<file path="config.mk">
export PLATFORM = sky130hd
export DESIGN_NAME = lsc_snoop_core
export DESIGN_NICKNAME = d
export VERILOG_FILES = /design/src/common/lsc_pkg.sv /design/src/design/lsc_snoop_core.sv
export SDC_FILE = /design/constraint.sdc
export NUM_CORES = 2
export LEC_CHECK = 0
export ABC_CLOCK_PERIOD_IN_PS = 6200
export BUFFER_PORTS_ARGS = -buffer_cell sky130_fd_sc_hd__buf_2
export CORE_MARGIN = 1
export CORE_UTILIZATION = 50
export DETAILED_ROUTE_END_ITERATION = 10
export PLACE_DENSITY = 0.75
export SYNTH_ARGS = -nofsm -noshare
export SYNTH_HDL_FRONTEND = slang
export SYNTH_SLANG_ARGS = --single-unit
</file>
<file path="constraint.sdc">
create_clock -name clk -period 6.2 [get_ports clk]
set_clock_uncertainty 0.05 [all_clocks]
set_input_delay 0.62 -clock clk [delete_from_list [all_inputs] [get_ports clk]]
set_output_delay 0.62 -clock clk [all_outputs]
set_load 0.05 [all_outputs]
</file>
<file path="src/common/lsc_pkg.sv">
// Package with constants and types for the level-one data cache snoop coherence block
package lsc_pkg;
    localparam int LINE_BYTES   = 64;                 // Line size in bytes
    localparam int OFFSET_BITS  = $clog2(LINE_BYTES);
    localparam int WAYS         = 2;                  // Two-way set associative
    localparam int SETS_DEF     = 16;                 // Default number of sets
    localparam int ADDR_W       = 32;
    localparam int PEND_DEF     = 4;                  // Outstanding snoop slots
    localparam logic [0:0] WAY0 = 1'h0;
    localparam logic [0:0] WAY1 = 1'h1;

    // Level-two partition modes
    typedef enum logic [1:0] {
        LSC_L2_MIXED = 2'b00,
        LSC_L2_CACHE = 2'b01,
        LSC_L2_SRAM  = 2'b10
    } lsc_l2mode_t;
endpackage

</file>
<file path="src/design/lsc_snoop_core.sv">
// Level-one data cache tag array with snoop-write tracking and cancellation
// Operation
// - External writes to level-two SRAM launch snoop writes into matching level-one lines.
// - Two CPU reads per cycle are accepted while snoop writes are outstanding.
// - A read hitting level-two cache allocates and replaces the victim way.
// - A snoop write already pending when its line is replaced is cancelled; one launched in that same cycle still issues.
// - After replacement the way holds the new level-two cache line plus any snoop write launched in the replacement cycle.
// - Lines are 64 bytes so 64-byte aligned buffers never share a line.
// - Level-two RAM can be all cache or all plain SRAM.
// - Level-one data RAM can be all plain SRAM with caching off.
// - Slave DMA port may target buffers in level-one data RAM.
// - Cache is two-way set associative: two candidate locations per address.
// - Dirty lines are written back only on eviction or software request.
`timescale 1ns/1ps
`default_nettype none
module lsc_snoop_core
    import lsc_pkg::*;
#(
    parameter int SETS = SETS_DEF,
    parameter int PEND = PEND_DEF
) (
    input  wire logic                clk,
    input  wire logic                reset_n,
    input  wire logic                clkEn,
    input  wire lsc_l2mode_t         l2Mode,
    input  wire logic                l1SramMode,
    input  wire logic [1:0]          rdValid,
    input  wire logic [2*ADDR_W-1:0] rdAddr,
    input  wire logic [1:0]          rdL2CacheHit,
    output logic [1:0]               rdReady,
    output logic [1:0]               fillValid,
    output logic [1:0]               fillWay,
    input  wire logic                dmaValid,
    input  wire logic [ADDR_W-1:0]   dmaAddr,
    input  wire logic                dmaToL1,
    input  wire logic                dmaL2IsSram,
    output logic                     dmaReady,
    output logic                     dmaL1Access,
    output logic                     snoopValid,
    output logic [$clog2(SETS)-1:0]  snoopSet,
    output logic                     snoopWay,
    input  wire logic                snoopDone,
    output logic                     cancelPulse,
    input  wire logic                wbRequest,
    output logic                     wbValid,
    output logic [ADDR_W-1:0]        wbAddr
);
    localparam int SB = $clog2(SETS);
    localparam int TB = ADDR_W - OFFSET_BITS - SB;
    localparam int PB = $clog2(PEND);

    // Tag state per set and way
    logic [TB-1:0]   tag_q   [SETS][WAYS];
    logic            vld_q   [SETS][WAYS];
    logic            dirty_q [SETS][WAYS];
    logic            lru_q   [SETS];
    // Pending snoop slots
    logic [PEND-1:0] pVld_q, pVld_d;
    logic [SB-1:0]   pSet_q  [PEND];
    logic            pWay_q  [PEND];
    logic [PB-1:0]   head_q, head_d;
    logic [PB-1:0]   tail_q, tail_d;

    logic [SB-1:0] dSet;
    logic [TB-1:0] dTag;
    logic [1:0]    dHit;
    logic          dNeedSnoop, freeAvail;
    logic [PB-1:0] freeIdx;
    logic [SB-1:0] rSet [2];
    logic [TB-1:0] rTag [2];
    logic          rWay [2];
    logic [1:0]    rHit, alloc;
    logic [PEND-1:0] kill;
    logic            wbVld_d;
    logic [ADDR_W-1:0] wbAddr_d;

    // DMA lookup; a level-one target bypasses snooping entirely
    always_comb begin
        dSet = dmaAddr[OFFSET_BITS +: SB];
        dTag = dmaAddr[ADDR_W-1 -: TB];
        for (int w = 0; w < WAYS; w++) begin
            dHit[w] = vld_q[dSet][w] && tag_q[dSet][w] == dTag;
        end
        dmaL1Access = dmaValid && dmaToL1;
        dNeedSnoop  = dmaValid && !dmaToL1 && dmaL2IsSram && (l2Mode != LSC_L2_CACHE)
                      && !l1SramMode && (dHit != 2'h0);
        // Allocate at the tail so ring order stays issue order; a lowest-free pick would not
        freeIdx   = tail_q;
        freeAvail = !pVld_q[tail_q];
        dmaReady = !dNeedSnoop || freeAvail;                                  // Stall when slots full
    end

    // CPU reads: both ports always accepted, misses hitting level-two cache allocate
    always_comb begin
        for (int i = 0; i < 2; i++) begin
            rSet[i] = rdAddr[i*ADDR_W + OFFSET_BITS +: SB];
            rTag[i] = rdAddr[i*ADDR_W + ADDR_W-1 -: TB];
            rHit[i] = (vld_q[rSet[i]][WAY0] && tag_q[rSet[i]][WAY0] == rTag[i])
                   || (vld_q[rSet[i]][WAY1] && tag_q[rSet[i]][WAY1] == rTag[i]);
            rWay[i] = lru_q[rSet[i]];
            alloc[i] = rdValid[i] && !rHit[i] && !l1SramMode;
        end
        // One line missed on both ports is filled once; two ways with one tag would double-hit
        if (alloc[0] && alloc[1] && rSet[0] == rSet[1] && rTag[0] == rTag[1]) begin
            alloc[1] = 1'b0;
        end
        // Same-set double allocation takes the other way for port one
        if (alloc[0] && alloc[1] && rSet[0] == rSet[1]) begin
            rWay[1] = !rWay[0];
        end
        rdReady   = 2'b11;
        fillValid = alloc;
        fillWay   = {rWay[1], rWay[0]};
        // Kill any pending snoop aimed at a line being refilled
        for (int p = 0; p < PEND; p++) begin
            kill[p] = pVld_q[p] && (
                (alloc[0] && pSet_q[p] == rSet[0] && pWay_q[p] == rWay[0]) ||
                (alloc[1] && pSet_q[p] == rSet[1] && pWay_q[p] == rWay[1]));
        end
        cancelPulse = |kill;
        // Victim write-back only when a dirty line is evicted or software asks
        wbVld_d  = 1'b0;
        wbAddr_d = '0;
        for (int i = 1; i >= 0; i--) begin
            if (alloc[i] && vld_q[rSet[i]][rWay[i]] && dirty_q[rSet[i]][rWay[i]]) begin
                wbVld_d  = 1'b1;
                wbAddr_d = {tag_q[rSet[i]][rWay[i]], rSet[i], OFFSET_BITS'(0)};
            end
        end
        if (wbRequest && !wbVld_d) begin
            wbVld_d  = 1'b1;
            wbAddr_d = {dTag, dSet, OFFSET_BITS'(0)};
        end
    end

    // Pending queue next state; completion retires head, kill wins
    always_comb begin
        pVld_d = pVld_q & ~kill;
        head_d = head_q;
        tail_d = tail_q;
        if (snoopValid && snoopDone) begin
            pVld_d[head_q] = 1'b0;
            head_d = head_q + PB'(1);
        end else if (pVld_q == '0) begin
            head_d = tail_q;                                                // Empty: head meets tail
        end else if (!pVld_q[head_q]) begin
            head_d = head_q + PB'(1);                                       // Skip cancelled slot
        end
        if (dNeedSnoop && freeAvail) begin
            pVld_d[freeIdx] = 1'b1;
            tail_d = tail_q + PB'(1);
        end
    end

    // Issue the head slot; cancelled entries never reach the data array
    always_comb begin
        snoopValid = pVld_q[head_q] && !kill[head_q];
        snoopSet   = pSet_q[head_q];
        snoopWay   = pWay_q[head_q];
    end

    // Register everything
    always_ff @(posedge clk or negedge reset_n) begin
        if (!reset_n) begin
            pVld_q <= '0;
            head_q <= '0;
            tail_q <= '0;
            wbValid <= 1'b0;
            wbAddr <= '0;
            for (int s = 0; s < SETS; s++) begin
                lru_q[s] <= 1'b0;
                for (int w = 0; w < WAYS; w++) begin
                    vld_q[s][w]   <= 1'b0;
                    dirty_q[s][w] <= 1'b0;
                    tag_q[s][w]   <= '0;
                end
            end
            for (int p = 0; p < PEND; p++) begin
                pSet_q[p] <= '0;
                pWay_q[p] <= 1'b0;
            end
        end else if (clkEn) begin
            pVld_q  <= pVld_d;
            head_q  <= head_d;
            tail_q  <= tail_d;
            wbValid <= wbVld_d;
            wbAddr  <= wbAddr_d;
            if (dNeedSnoop && freeAvail) begin
                pSet_q[freeIdx] <= dSet;
                pWay_q[freeIdx] <= dHit[1];
            end
            if (wbRequest) begin
                dirty_q[dSet][WAY0] <= 1'b0;
                dirty_q[dSet][WAY1] <= 1'b0;
            end
            if (l1SramMode || l2Mode == LSC_L2_SRAM) begin
                for (int s = 0; s < SETS; s++) begin
                    vld_q[s][WAY0] <= 1'b0;
                    vld_q[s][WAY1] <= 1'b0;
                end
            end else begin
                for (int i = 0; i < 2; i++) begin
                    if (alloc[i] && rdL2CacheHit[i]) begin
                        tag_q[rSet[i]][rWay[i]]   <= rTag[i];
                        vld_q[rSet[i]][rWay[i]]   <= 1'b1;
                        dirty_q[rSet[i]][rWay[i]] <= 1'b0;
                        lru_q[rSet[i]]            <= !rWay[i];
                    end
                end
            end
        end
    end

    a_kill_stops_snoop: assert property (@(posedge clk) disable iff (!reset_n)
        pVld_q[head_q] &&
        ((alloc[0] && pSet_q[head_q] == rSet[0] && pWay_q[head_q] == rWay[0]) ||
         (alloc[1] && pSet_q[head_q] == rSet[1] && pWay_q[head_q] == rWay[1]))
        |-> !snoopValid)
        else $error("cancelled snoop issued");
    a_kill_clears_slot: assert property (@(posedge clk) disable iff (!reset_n)
        clkEn && cancelPulse |=> ($past(kill) & pVld_q) == '0)
        else $error("cancelled slot still pending");
    a_reads_accepted: assert property (@(posedge clk) disable iff (!reset_n)
        rdReady == 2'b11)
        else $error("read refused");
    a_wb_only_cause: assert property (@(posedge clk) disable iff (!reset_n)
        clkEn && !wbRequest && !(|alloc) |=> !wbValid)
        else $error("spontaneous write-back");
    a_sram_no_fill: assert property (@(posedge clk) disable iff (!reset_n)
        l1SramMode |-> fillValid == 2'b00)
        else $error("fill while level-one is SRAM");
    a_sram_flush: assert property (@(posedge clk) disable iff (!reset_n)
        clkEn && l1SramMode |=> dHit == 2'h0)
        else $error("level-one line kept in SRAM mode");
    a_no_snoop_l1: assert property (@(posedge clk) disable iff (!reset_n)
        dmaToL1 |-> !dNeedSnoop)
        else $error("snoop for level-one target");
endmodule
`default_nettype wire

</file>
# Yosys cells after proc, flatten, opt, wreduce, memory -nomap -nowiden
# Index checks and enable logic that the tools add are counted.
[op_classes]
eq_ne = 27
shift = 0
muxes = 131
mul = 0
n_bitwise = 23
n_addsub = 2
order_cmp = 17
n_div = 0
n_reduce_logical = 83
[ops]
columns = ["cell", "n"]
rows = [
  ["two-way mux 704 bit", 4],
  ["bitwise mux 704 bit", 2],
  ["binary-select mux 44 bit (select 4 bit)", 3],
  ["two-way mux 32 bit", 15],
  ["demux 44 bit (select 4 bit)", 2],
  ["two-way mux 44 bit", 8],
  ["two-way mux 22 bit", 8],
  ["equality test 22 bit", 7],
  ["AND 32 bit", 4],
  ["NOT 32 bit", 4],
  ["two-way mux 16 bit", 4],
  ["OR 32 bit", 2],
  ["logical AND 1 bit", 59],
  ["bitwise mux 16 bit", 3],
  ["demux 22 bit (select 1 bit)", 2],
  ["binary-select mux 2 bit (select 4 bit)", 5],
  ["equality test 4 bit", 9],
  ["two-way mux 1 bit", 34],
  ["demux 2 bit (select 4 bit)", 4],
  ["two-way mux 2 bit", 16],
  ["two-way mux 4 bit", 5],
  [">= comparator 5 bit, second input constant", 3],
  ["less-than comparator 5 x 1 -> 1 bit, second input constant", 3],
  ["NOT 4 -> 5 bit", 3],
  ["other kinds (31)", 74],
]
[totals]
inputBits = 111
mem_bits_ro = 0
reg_bits = 845
latch_bits = 0
out_inout_bits = 48
ramBits = 0
n_memories = 0
elab_cells = 408

# Longest topological paths before layout
[logic_depth]
ltp_word = 29
ltp_mapped = 23
ltp_nobuf = 14

# Worst setup path before layout
# OpenSTA, ideal clock, no wires.
[synth_timing]
path_kind = "input to output"
from = "in rdAddr[6]"
to = "out snoopValid"
required_ns = 5.530
stages = 17
arrival_ns = 4.817
setup_slack_ns = 0.713
path_cell_list = "buf_6 > buf_6 > buf_6 > buf_4 > mux4_2 > mux2i_1 > xnor2_1 > nor2_1 > a41oi_1 > nor2_1 > and4b_4 > or3_1 > buf_2 > and4_1 > a2111oi_1 > nand3_1 > a21oi_1"
[synth_via]
elab_chain_len = 25
elab_cells_between_ends = 67
classes_between = "15 x eq/ne; 13 x mux; 1 x bitwise; 38 x reduce/logical"
[synth_lines]
columns = ["item", "line_no", "source"]
rows = [
  ["start, declared", "lsc_snoop_core.sv:28", "input wire logic [2*ADDR_W-1:0] rdAddr,"],
  ["NOT 4 -> 5 bit (not written as such)", "lsc_snoop_core.sv:98, lsc_snoop_core.sv:99, lsc_snoop_core.sv:100", ""],
  ["binary-select mux 44 bit (select 4 bit)", "lsc_snoop_core.sv:98, lsc_snoop_core.sv:99", ""],
  ["two-way mux 44 bit (not written as such) (2 in series)", "lsc_snoop_core.sv:98", "rHit[i] = (vld_q[rSet[i]][WAY0] && tag_q[rSet[i]][WAY0] == rTag[i])"],
  ["equality test 22 bit, on equally long branches", "lsc_snoop_core.sv:98, lsc_snoop_core.sv:99", ""],
  ["logical AND 1 bit, on equally long branches", "lsc_snoop_core.sv:98, lsc_snoop_core.sv:99", ""],
  ["logical OR 1 bit", "lsc_snoop_core.sv:99", "|| (vld_q[rSet[i]][WAY1] && tag_q[rSet[i]][WAY1] == rTag[i]);"],
  ["logical NOT 1 bit", "lsc_snoop_core.sv:101", "alloc[i] = rdValid[i] && !rHit[i] && !l1SramMode;"],
  ["logical AND 1 bit (2 in series)", "lsc_snoop_core.sv:101", ""],
  ["[7 not listed]", "n/a", ""],
  ["equality test 1 bit", "lsc_snoop_core.sv:118", "(alloc[1] && pSet_q[p] == rSet[1] && pWay_q[p] == rWay[1]));"],
  ["logical AND 1 bit", "lsc_snoop_core.sv:118", ""],
  ["logical OR 1 bit", "lsc_snoop_core.sv:117", "(alloc[0] && pSet_q[p] == rSet[0] && pWay_q[p] == rWay[0]) ||"],
  ["logical AND 1 bit", "lsc_snoop_core.sv:116", "kill[p] = pVld_q[p] && ("],
  ["binary-select mux 1 bit (select 2 bit) *", "lsc_snoop_core.sv:157", "snoopValid = pVld_q[head_q] && !kill[head_q];"],
  ["two-way mux 1 bit (not written as such) *", "lsc_snoop_core.sv:157", ""],
  ["logical NOT 1 bit *", "lsc_snoop_core.sv:157", ""],
  ["logical AND 1 bit *", "lsc_snoop_core.sv:157", ""],
  ["end, declared", "lsc_snoop_core.sv:39", "output logic snoopValid,"],
]
# Mark *: on every way between the ends. The rest lies on a longest branch, timed or not. The select of a mux whose other input is x is not followed.

# Final worst setup path
[layout_timing]
from = "in rdAddr[9]"
to = "out cancelPulse"
[layout_via]
elab_chain_len = 22
elab_cells_between_ends = 64
classes_between = "15 x eq/ne; 11 x mux; 1 x bitwise; 37 x reduce/logical"
[layout_lines]
columns = ["item", "line_no", "source"]
rows = [
  ["NOT 4 -> 5 bit (not written as such)", "lsc_snoop_core.sv:98, lsc_snoop_core.sv:99, lsc_snoop_core.sv:100", ""],
  ["binary-select mux 44 bit (select 4 bit)", "lsc_snoop_core.sv:98, lsc_snoop_core.sv:99", ""],
  ["two-way mux 44 bit (not written as such) (2 in series)", "lsc_snoop_core.sv:98", ""],
  ["equality test 22 bit, on equally long branches", "lsc_snoop_core.sv:98, lsc_snoop_core.sv:99", ""],
  ["logical AND 1 bit, on equally long branches", "lsc_snoop_core.sv:98, lsc_snoop_core.sv:99", ""],
  ["logical OR 1 bit", "lsc_snoop_core.sv:99", ""],
  ["logical NOT 1 bit", "lsc_snoop_core.sv:101", ""],
  ["logical AND 1 bit (2 in series)", "lsc_snoop_core.sv:101", ""],
  ["logical AND 1 bit (3 in series)", "lsc_snoop_core.sv:104", "if (alloc[0] && alloc[1] && rSet[0] == rSet[1] && rTag[0] == rTag[1]) begin"],
  ["two-way mux 1 bit", "lsc_snoop_core.sv:104", ""],
  ["logical AND 1 bit (2 in series)", "lsc_snoop_core.sv:108", "if (alloc[0] && alloc[1] && rSet[0] == rSet[1]) begin"],
  ["two-way mux 1 bit", "lsc_snoop_core.sv:108", ""],
  ["equality test 1 bit", "lsc_snoop_core.sv:118", ""],
  ["logical AND 1 bit", "lsc_snoop_core.sv:118", ""],
  ["logical OR 1 bit", "lsc_snoop_core.sv:117", ""],
  ["logical AND 1 bit", "lsc_snoop_core.sv:116", ""],
  ["OR reduction 4 bit *", "lsc_snoop_core.sv:120", "cancelPulse = |kill;"],
  ["end, declared", "lsc_snoop_core.sv:43", "output logic cancelPulse,"],
]
# Marks and branches as above.

==> run metrics <==
DRC viols=0; crit path max fanout=30; most common cell in the netlist=dfrtp_1; initial DRC count=12700; Worst R2R End=wbAddr[24]; clock buffer depth=3; layout cells sized above 1=29.3%; Pleak=30.8 nW; core footprint=120000 um2; Area contributors post-synth=dfrtp_1 34%, mux4_2 21%, o22ai_1 7.6%; Clock Latency Late Sink=0.77 ns; combinational share of power=24.5%; Synth top area share=34.4%; Die H=351 um; RSZ-0062 raised after global routing=no; kind of critical path=input port to primary output; crit share post-route=98.7%; Sw Share=33.7%; TritonCTS buffer count=98; antenna violations before repair=37; Critical Path RT=5.53 ns; pre-CTS WS=0.0699 ns; status=finished, final reports clean; Post-synth EDFFs=0; post-synth cell types=94; Non-Filler Instances=8225; vias in the first global route=61400; Worst Setup EP=cancelPulse; worst setup margin=0.0802 ns; Post-synth top cells=839 x dfrtp_1, 807 x nor2_1, 773 x a21oi_1, 744 x o22ai_1, 564 x mux4_2; largest net degree at the start of global routing=171; Worst R2R Setup Slack=0.71 ns; Post-Syn Area per Cell=9.97 um2; Routed WL=371000 um; ys async rst share=100%; Wirelength per Cell=45.1 um; aggregate global-route resource usage=59.5%; Max VDD drop=277 uV; area added between synthesis and finish=20.0%; WHS=0.171 ns; global route overflow=0; gp weighted congestion=1.15; nets=6625; worst flop-to-flop path startpoint=tag_q[351]; relative slew slack=11.4%; crit path DAT=5.45 ns; Seq/Total Area, Yosys=34.4%; Slew Viols, Final=0; hold crit path type=input port to flop; final-report hold violation count=0; Pint=11.3 mW; Mapped Cells=6118; setup_tns=0 ns; Max Cap Viol=0; element type at the critical path end=primary output; yosys warns=0; count of input and output buffers=132; CTS root buf=clkbuf_16; Initial Utilization=50.6%; Max Clk Rate=163 MHz; dpl cells=8015; Seq pwr share=36.8%; Period minus WS final=6.12 ns; Netlist Area Pre-Place=61000 um2; first-pass GRT wire length=502000 um; Critical path origin=rdAddr[9]; Startpoint Class=input port; DIE AREA=123000 um2; reg2reg path depth=21; Reg clk slew, reported paths=0.07 ns; sw power=5.76 mW; Ports=159; #FFs+latches synth=839; Worst-Margin Slew=1.32 ns; number of routed nets with antenna violations=0; CTS tree=built; Die W=351 um; post-synth top area cell=dfrtp_1; htree depth=3; hpwl dp=257000 um; First-pass DRT Iterations=9; Primary FF master, synth=dfrtp_1; post-route total power=17.1 mW; Site Rows=127; Clock Power Share=38.7%; Sink Count=839; vias per std cell=8.01; Via Count=65900; Setup violations, final=0; power density over the cells=233 nW/um2
==> stage by stage <==
stage	area, um2	utilization [%]
2_1_floorplan	61000	-
3_3_place_gp	69500	57.7
3_5_place_dp	69500	57.7
4_1_cts	73100	60.7
5_1_grt	73100	60.7
6_report	73200	60.8
==> worst max-delay path, stage by stage <==
cell and delay (ns):
clkbuf_8 0.37, buf_12 0.22, buf_12 0.20, buf_4 0.19
mux4_2 0.31, mux2i_1 0.23, buf_4 0.25, xnor2_1 0.20
a311oi_1 0.31, a31oi_1 0.15, nor4_2 0.37, buf_4 0.16
nand4b_1 0.20, buf_12 0.23, a41oi_1 0.20, buf_4 0.16
a211oi_1 0.05, or2_2 0.33, a21oi_1 0.19, o2111ai_1 0.18
clkbuf_4 0.26
==> state kept, by name, indices dropped and copies added, names as in the netlist <==
| signal | flops |
|---|---|
| wbAddr | 26 |
| wbValid | 1 |
| pSet_q | 16 |
| tag_q | 704 |
| vld_q | 32 |
| head_q | 2 |
| pVld_q | 4 |
| dirty_q | 32 |
| pWay_q | 4 |
| freeIdx | 2 |
| lru_q | 16 |
==> power by group through the flow <==
stage / logic (mW) / clock network, mW / registers (mW)
floorplan: 2.18 / 0 / 6.24
global placement: 3.87 / 0 / 6.31
detailed placement: 3.91 / 0 / 6.34
CTS: 3.92 / 6.53 / 6.25
global route: 4.20 / 6.74 / 6.31
finish: 4.18 / 6.60 / 6.29
==> area by class of cell <==
cell class / count / area (um2)
Antenna cell: 28 / 70.1
Clock buffer: 132 / 2780
Clock inverter: 47 / 782
Fill cell: 10000 / 47300
Inverter: 49 / 188
Multi-Input combinational cell: 4515 / 36700
Sequential cell: 839 / 21000
Tap cell: 1612 / 2020
Timing Repair Buffer: 1003 / 9650
==> metal layers <==
layer | share of wire [%] | vias up | track usage, %
met2 | 38 | 7359 | 77.4
met1 | 33 | 32100 | 71.3
met5 | 0.20 | - | 3.38
met3 | 18 | 2155 | 33.8
met4 | 10 | 54 | 46.1
li1 | - | 24200 | -
==> cells in the final DEF (no fill, tap or decap), drive strengths merged, types with 19 or more instances in the layout <==
cell / synthesis / layout
buf: 321 / 998
dfrtp: 839 / 839
nor2: 808 / 808
a21oi: 793 / 793
o22ai: 744 / 744
mux4: 564 / 564
mux2i: 276 / 276
nand2: 253 / 253
xnor2: 141 / 141
clkbuf: 400 / 136
nand3: 115 / 115
mux2: 101 / 101
o21ai: 86 / 86
xor2: 70 / 70
a22oi: 56 / 56
a2bb2oi: 50 / 50
inv: 42 / 46
nor3: 37 / 37
diode: 0 / 28
nand4: 28 / 28
nand2b: 27 / 27
clkinv: 7 / 27
o21a: 22 / 22
a211oi: 22 / 22
and2: 20 / 20
and3: 19 / 19
==> repair_timing <==
item / in CTS / in global routing
endpoints found under the setup margin: 0 / 2
hold buffers: 1 / 0
gates resized for setup: 0 / 11
setup buffers: 0 / 2
hold endpoints to repair: 65 / 0
==> worst min path at each step <==
stage / start / end / slack, ns / cells after the start
2_1_floorplan: reset_n / dirty_q[0] / 0.27 / 0
3_3_place_gp: wbAddr[6] / wbAddr[6] / 0.42 / 1
3_5_place_dp: wbAddr[7] / wbAddr[7] / 0.42 / 1
4_1_cts: dmaAddr[15] / wbAddr[15] / 0.16 / 3
5_1_grt: dmaAddr[18] / wbAddr[18] / 0.18 / 3
6_report: dmaAddr[18] / wbAddr[18] / 0.17 / 3
==> logic make-up (layout without fill, tap and decap cells) <==
kind of cell	count (synthesis)	after routing	synth area share [%]
simple gates	1385	1385	9.78
other cells	2	36	0.0123
fa+ha+maj	8	8	0.164
xor+xnor	211	211	3.03
compound gates	1962	1962	19.5
mux	941	941	27.2
buf+inv	770	1231	5.82
flops	839	839	34.4
Power figures use the tool's default switching activity.
